===== config.mk =====
export PLATFORM = sky130hd
export DESIGN_NAME = csoc_top
export DESIGN_NICKNAME = d
export VERILOG_FILES = /design/src/csoc_pkg.sv /design/src/csoc_top.sv /design/src/csoc_sync.sv
export VERILOG_INCLUDE_DIRS = /design/src /design/src/src
export SDC_FILE = /design/constraint.sdc
export NUM_CORES = 1
export LEC_CHECK = 0
export ABC_AREA = 0
export BUFFER_PORTS_ARGS = -buffer_cell sky130_fd_sc_hd__buf_2
export CAP_MARGIN = 15
export CORE_UTILIZATION = 48
export CTS_BUF_LIST = sky130_fd_sc_hd__clkbuf_4 sky130_fd_sc_hd__clkbuf_8
export CTS_CLUSTER_DIAMETER = 60
export DETAILED_ROUTE_END_ITERATION = 8
export GPL_ROUTABILITY_DRIVEN = 1
export PLACE_DENSITY = 0.81
export SYNTH_ARGS = -nofsm -noshare
export SYNTH_HDL_FRONTEND = slang
export SYNTH_SLANG_ARGS = --single-unit

===== constraint.sdc =====
create_clock -name clk -period 1.1 [get_ports clk]
set_input_delay 0.22 -clock clk [delete_from_list [all_inputs] [get_ports clk]]
set_output_delay 0.22 -clock clk [all_outputs]
set_load 0.03 [all_outputs]

===== src/csoc_cfg.svh =====
`ifndef CSOC_CFG_SVH
`define CSOC_CFG_SVH

// register port geometry
`define CSOC_ADDR_W 10
`define CSOC_DATA_W 8
`define CSOC_STAT_W 6

// register offsets
`define CSOC_OFS_STATUS 10'h01F
`define CSOC_OFS_CLOCK_OUTPUT_ZERO_CTRL 10'h0F0

// output control word reset value: differential, both legs, 3.5 mA code
`define CSOC_CTRL_RESET 8'h62
`define CSOC_STAT_RESET 6'h00
`define CSOC_RDATA_RESET 8'h00
`define CSOC_STAT_PAD 2'h0

// field codes
`define CSOC_FMT_DIFF 1'b0
`define CSOC_LEG_A_BIT 0
`define CSOC_LEG_B_BIT 1
`define CSOC_POL_LOW_BIT 0
`define CSOC_POL_HIGH_BIT 1

// drive current in microamps per code
`define CSOC_CUR_W 13
`define CSOC_CUR_CODE_00 2'h0
`define CSOC_CUR_CODE_01 2'h1
`define CSOC_CUR_CODE_10 2'h2
`define CSOC_CUR_UA_00 13'h06D6
`define CSOC_CUR_UA_01 13'h0DAC
`define CSOC_CUR_UA_10 13'h1482
`define CSOC_CUR_UA_11 13'h1B58

`endif


===== src/csoc_pkg.sv =====
`include "csoc_cfg.svh"

package csoc_pkg;

  // request from the serial control port decoder
  typedef struct packed {
    logic wr;
    logic rd;
    logic [`CSOC_ADDR_W-1:0] addr;
    logic [`CSOC_DATA_W-1:0] wdata;
  } csoc_req_t;

  // live status flags, msb first as they sit in the status word
  typedef struct packed {
    logic holdover_active;
    logic secondary_selected;
    logic osc_above;
    logic secondary_above;
    logic primary_above;
    logic digital_lock;
  } csoc_status_t;

  // output zero driver control word
  typedef struct packed {
    logic single_ended;
    logic [1:0] leg_enable;
    logic [1:0] polarity;
    logic [1:0] current_code;
    logic power_down;
  } csoc_ctrl_t;

  // decoded driver controls toward the clock_output_zero pad
  typedef struct packed {
    logic diff_mode;
    logic leg_a_enable;
    logic leg_b_enable;
    logic leg_a_invert;
    logic leg_b_invert;
    logic [1:0] current_code;
    logic [`CSOC_CUR_W-1:0] current_ua;
  } csoc_drv_t;

  // synchroniser state
  typedef struct packed {
    csoc_status_t stage1;
    csoc_status_t stage2;
  } csoc_sync_state_t;

  // main block state
  typedef struct packed {
    csoc_ctrl_t ctrl;
    csoc_status_t status;
    logic [`CSOC_DATA_W-1:0] rdata;
    logic rvalid;
    csoc_drv_t drv;
  } csoc_state_t;

endpackage


===== src/csoc_top.sv =====
`include "csoc_cfg.svh"

module csoc_top (
  // clock, reset, clock enable
  input wire logic clk,
  input wire logic rst_n,
  input wire logic ce,
  // register port from the serial control port decoder
  input wire csoc_pkg::csoc_req_t req,
  output logic [`CSOC_DATA_W-1:0] rdata,
  output logic rvalid,
  // raw flags from the loop and frequency monitors
  input wire csoc_pkg::csoc_status_t monitor_flags,
  // decoded controls for clock_output_zero
  output csoc_pkg::csoc_drv_t drv,
  // stored control word, for the pad and the rest of the chip
  output csoc_pkg::csoc_ctrl_t ctrl
);
  import csoc_pkg::*;

  csoc_state_t state_reg;
  csoc_state_t state_next;
  csoc_status_t flags_sync;
  logic hit_status;
  logic hit_ctrl;

  // monitors run on their own clocks; bring every flag across first
  csoc_sync u_sync (
    .clk(clk),
    .rst_n(rst_n),
    .ce(ce),
    .flags_async(monitor_flags),
    .flags_sync(flags_sync)
  );

  // address decode
  assign hit_status = (req.addr == `CSOC_OFS_STATUS);
  assign hit_ctrl = (req.addr == `CSOC_OFS_CLOCK_OUTPUT_ZERO_CTRL);

  // drive current lookup, in microamps
  function automatic logic [`CSOC_CUR_W-1:0] cur_ua(input logic [1:0] code);
    logic [`CSOC_CUR_W-1:0] ua;
    ua = `CSOC_CUR_UA_11;
    case (code)
      `CSOC_CUR_CODE_00: ua = `CSOC_CUR_UA_00;
      `CSOC_CUR_CODE_01: ua = `CSOC_CUR_UA_01;
      `CSOC_CUR_CODE_10: ua = `CSOC_CUR_UA_10;
      default: ua = `CSOC_CUR_UA_11;
    endcase
    return ua;
  endfunction

  // decode the control word into per-leg enables and inversions
  function automatic csoc_drv_t decode(input csoc_ctrl_t c);
    csoc_drv_t d;
    d = '0;
    d.current_code = c.current_code;
    d.current_ua = cur_ua(c.current_code);
    if (c.single_ended == `CSOC_FMT_DIFF) begin
      // differential: both legs always on, leg field kept but unused
      d.diff_mode = 1'b1;
      d.leg_a_enable = 1'b1;
      d.leg_b_enable = 1'b1;
      // upper polarity bit has no say here
      d.leg_a_invert = c.polarity[`CSOC_POL_LOW_BIT];
      d.leg_b_invert = ~c.polarity[`CSOC_POL_LOW_BIT];
    end else begin
      d.diff_mode = 1'b0;
      d.leg_a_enable = c.leg_enable[`CSOC_LEG_A_BIT];
      d.leg_b_enable = c.leg_enable[`CSOC_LEG_B_BIT];
      // low bit inverts A; B inverted when the two bits differ
      d.leg_a_invert = c.polarity[`CSOC_POL_LOW_BIT];
      d.leg_b_invert = c.polarity[`CSOC_POL_LOW_BIT]
                       ^ c.polarity[`CSOC_POL_HIGH_BIT];
    end
    return d;
  endfunction

  // decoded default setup as a constant, so the reset branch loads a plain value
  localparam csoc_drv_t drv_reset_val = decode(csoc_ctrl_t'(`CSOC_CTRL_RESET));

  // next-state logic: register writes, status capture, readback
  always_comb begin
    state_next = state_reg;
    if (ce) begin
      // flags from the monitors after the two u_sync stages, one capture per cycle
      // holdover bit is the loop state itself, not the holdover enable
      state_next.status = flags_sync;
      // only the control word accepts writes; status writes fall away
      if (req.wr && hit_ctrl) begin
        state_next.ctrl = csoc_ctrl_t'(req.wdata);
      end
      // readback; unmapped offsets return zero
      state_next.rvalid = req.rd;
      if (req.rd) begin
        if (hit_status) begin
          state_next.rdata = {`CSOC_STAT_PAD, state_reg.status};
        end else if (hit_ctrl) begin
          state_next.rdata = state_reg.ctrl;
        end else begin
          state_next.rdata = `CSOC_RDATA_RESET;
        end
      end
      // decoded pad controls follow the stored word in the same edge
      state_next.drv = decode(state_next.ctrl);
    end
  end

  // state register; reset puts the driver in its default differential setup
  always_ff @(posedge clk or negedge rst_n) begin
    if (!rst_n) begin
      state_reg.ctrl <= csoc_ctrl_t'(`CSOC_CTRL_RESET);
      state_reg.status <= `CSOC_STAT_RESET;
      state_reg.rdata <= `CSOC_RDATA_RESET;
      state_reg.rvalid <= 1'b0;
      state_reg.drv <= drv_reset_val;
    end else begin
      state_reg <= state_next;
    end
  end

  // every output leaves straight from the state register
  assign rdata = state_reg.rdata;
  assign rvalid = state_reg.rvalid;
  assign drv = state_reg.drv;
  assign ctrl = state_reg.ctrl;

endmodule


===== src/csoc_sync.sv =====
`include "csoc_cfg.svh"

module csoc_sync (
  // clock and reset
  input wire logic clk,
  input wire logic rst_n,
  input wire logic ce,
  // flags from the monitors, asynchronous to clk
  input wire csoc_pkg::csoc_status_t flags_async,
  // flags after two stages
  output csoc_pkg::csoc_status_t flags_sync
);
  import csoc_pkg::*;

  csoc_sync_state_t state_reg;
  csoc_sync_state_t state_next;

  // stage1 feeds only stage2; nothing else looks at it
  always_comb begin
    state_next = state_reg;
    if (ce) begin
      state_next.stage1 = flags_async;
      state_next.stage2 = state_reg.stage1;
    end
  end

  always_ff @(posedge clk or negedge rst_n) begin
    if (!rst_n) begin
      state_reg <= {`CSOC_STAT_RESET, `CSOC_STAT_RESET};
    end else begin
      state_reg <= state_next;
    end
  end

  assign flags_sync = state_reg.stage2;

endmodule


==> impl_results.md <==
- Status: finished with violations
- Failing checks: design-rule violations, negative setup slack
- H-tree Lvls: 2
- CP bufs+invs: 1
- Worst Path Required: 0.88 ns
- Largest net degree at the start of global routing: 38
- Most frequent cell after synthesis: buf_4
- Largest fanout on the critical path: 6
- Post-synthesis cell area: 2270 um2
- Clock slew at reported path FFs: 0.09 ns
- Synth top area cells: dfrtp_1 (39%), mux2_2 (13%), buf_4 (13%)
- IR drop worst, VDD: 0.827 mV
- DRC Markers: 16
- # clock sinks: 45
- Post-synthesis mux area share: 0.162
- Ant. Diodes: 0
- Final Max Slew Viols: 0
- Detailed Route Iter0 Violations: 117
- Number of global-route vias before repair: 1,640
- Biggest register: drv
- Pre-antenna DRT Iters: 8
- Simple-gate share of the synthesized area: 0.130
- Post-Synth XOR/XNOR Area: 0.0154
- Power density over cell area: 1080 nW/um2
- Inserted Clock Buffers: 5
- CP max-delay cell: dfstp_2
- Placer Congestion: 0.809
- Nets: 282
- Clock latency on the worst-skew pair: 0.30 ns
- Post-synthesis compound-gate area fraction: 0.0517
- Buffers on Ports: 64
- Adder-Cell Fraction of Synth Area: 0
- Largest family of logic cells by synthesized area: multiplexers
- Clock buffer depth: 2
- Initial antenna violation count: 0
- FFs w/ async S/R, synth: 1.00
- CP Capture Type: output port
- Final worst slack: -0.212 ns
- GRT Overall Usage: 0.219
- Int Pwr: 2.50 mW
- Seq/Total Area, Yosys: 0.501
- Core ar.: 4440 um2
- CP startpoint kind: register
- Primary FF master, synth: dfrtp_1
- Crit path time final: 1.31 ns
- Antenna viol nets, final: 0
- Max reg flops: 12
- Hold Vio Cnt, Final: 0
- Cell leakage power: 1.47 nW
- Synth cell count leaders: buf_4 (38), dfrtp_1 (35), mux2_2 (26), nand2_1 (17), dfstp_2 (10)
- Final setup viols: 42
- Final wirelength: 5500 um
- CP delay by family, top: flip-flops
- Post-route cell area: 3140 um2
- Sequential share of power: 0.551
- Max_cap viols: 0
- I/O pin count: 66
- HPWL after DPL: 3130 um
- Gr ovfl total: 0
- Seq cells post-synth: 45
- Top flop regs: drv (12), rdata (8)
- Share of the synthesized area in the top cell type: 0.385
- Die W: 70.8 um
- Area leader, netlist: dfrtp_1
- Detailed-route via count: 1,632
- Max incr delay on CP: 0.61 ns
- Worst slack, placed: -0.414 ns
- Via density: 5.33
- Die area: 5020 um2
- DR WL/cell: 18.0 um
- Starting density of the core: 0.512
- Combinational power share: 0.148
- Die H: 70.8 um
- Sw Pwr: 0.883 mW
- Crit path DAT: 1.09 ns
- Post-synth EDFFs: 0
- Cell row count: 24
- Root buffer selected by CTS: clkbuf_8
- Layout cells sized above 1: 0.677
- Crit share post-route: 1.19
- Crit path cell chain: buf_4
- Area Growth Syn to Fin: 38.2%
- Clock network fraction of design power: 0.301
- Gate Count Post-Synth: 188
- Average size of a mapped cell: 12.1 um2
- Mapped Nets: 217
- Distinct cells, synth: 34
- Worst hold-check path type: in2reg
- Area of placed instances: 2530 um2
- Setup repair after global routing missed its margin: true
- Clock skew: 0.00876 ns
- CTS tree: built
- First-pass GRT wire length: 8220 um
- YS warnings: 0
- Sw frac: 0.261
- Crit path kind: reg2out
- Max Clock Freq: 762 MHz
[logic make-up after synthesis]
kind of cell,Yosys count
flip-flops,45
multiplexers,32
buffers and inverters,44
AO/OA/AOI/OAI,16
other,1
XOR/XNOR,4
AND/OR/NAND/NOR,46
[area by class of cell]
class	count	area [um2]
fill	295	1300
sequential	45	1140
multi-input combinational	99	943
timing repair buffer	101	898
clock buffer	5	68.8
tap	52	65.1
clock inverter	3	21.3
inverter	1	3.75
[through the flow]
stage               total power, mW  utilization  std cells  TNS (ns)  hold WS [ns]
floorplan                      2.14            -        188     -3.33       -0.0756
global placement               2.29        0.569        275     -8.57         0.158
detailed placement             2.31        0.569        275     -9.18         0.162
CTS                            3.37        0.663        296     -3.38         0.142
global route                   3.52        0.707        306     -5.38         0.150
finish                         3.38        0.707        306     -4.17         0.153
[repair_timing]
item                       in CTS  in global routing
hold endpoints to repair        5                  0
buffers inserted               11                 12
pin swaps                       5                 10
gates resized for setup        64                 43
setup endpoints to repair      51                 60
hold buffers                    1                  0
cloned                          1                  0
[worst reg2reg max path, delay by kind of cell, from the launching register on]
kind	cells	cell delay (ns)
flops	1	0.61
mux	2	0.35
buf+inv	1	0.17
[final timing paths]
| kind | slack (ns) | cells after the start | start | end |
|---|---|---|---|---|
| max | -0.21 | 1 | drv[13]$_DFFE_PN1P_ | drv[8] |
| max in group asynchronous | 0.22 | 3 | rst_n | drv[2]$_DFFE_PN1P_ |
| min reg2reg | 0.51 | 2 | drv[5]$_DFFE_PN1P_ | drv[5]$_DFFE_PN1P_ |
| max reg2reg | -0.13 | 3 | drv[13]$_DFFE_PN1P_ | drv[1]$_DFFE_PN0P_ |
| min | 0.15 | 2 | monitor_flags[5] | u_sync.state_reg[11]$_DFFE_PN0P_ |
| min in group asynchronous | 0.38 | 2 | rst_n | drv[9]$_DFFE_PN0P_ |
[power by group through the flow]
stage	Combinational (mW)	Sequential (mW)	Clock, mW
floorplan	0.275	1.87	0
global placement	0.413	1.88	0
detailed placement	0.424	1.88	0
CTS	0.471	1.86	1.05
global route	0.537	1.88	1.11
finish	0.499	1.86	1.02
[per-layer routing]
layer | GRT usage | vias to the layer above | wire, um
met1 | 0.254 | 814 | 2100
met5 | 0 | - | 0
li1 | - | 740 | -
met2 | 0.396 | 66 | 2930
met4 | 0.0644 | 0 | 115
met3 | 0.0598 | 12 | 352
[cells in the final DEF (no fill, tap or decap), drive strengths merged, types with 2 or more instances in the layout]
| cell type | instances |
|---|---|
| a22o | 2 |
| a22oi | 6 |
| a31o | 3 |
| a31oi | 3 |
| buf | 99 |
| clkbuf | 6 |
| dfrtp | 35 |
| dfstp | 10 |
| inv | 2 |
| mux2 | 29 |
| mux2i | 3 |
| nand2 | 18 |
| nand3 | 2 |
| nand3b | 7 |
| nor2 | 5 |
| nor2b | 5 |
| xnor2 | 4 |
(Power assumes the default switching activity.)
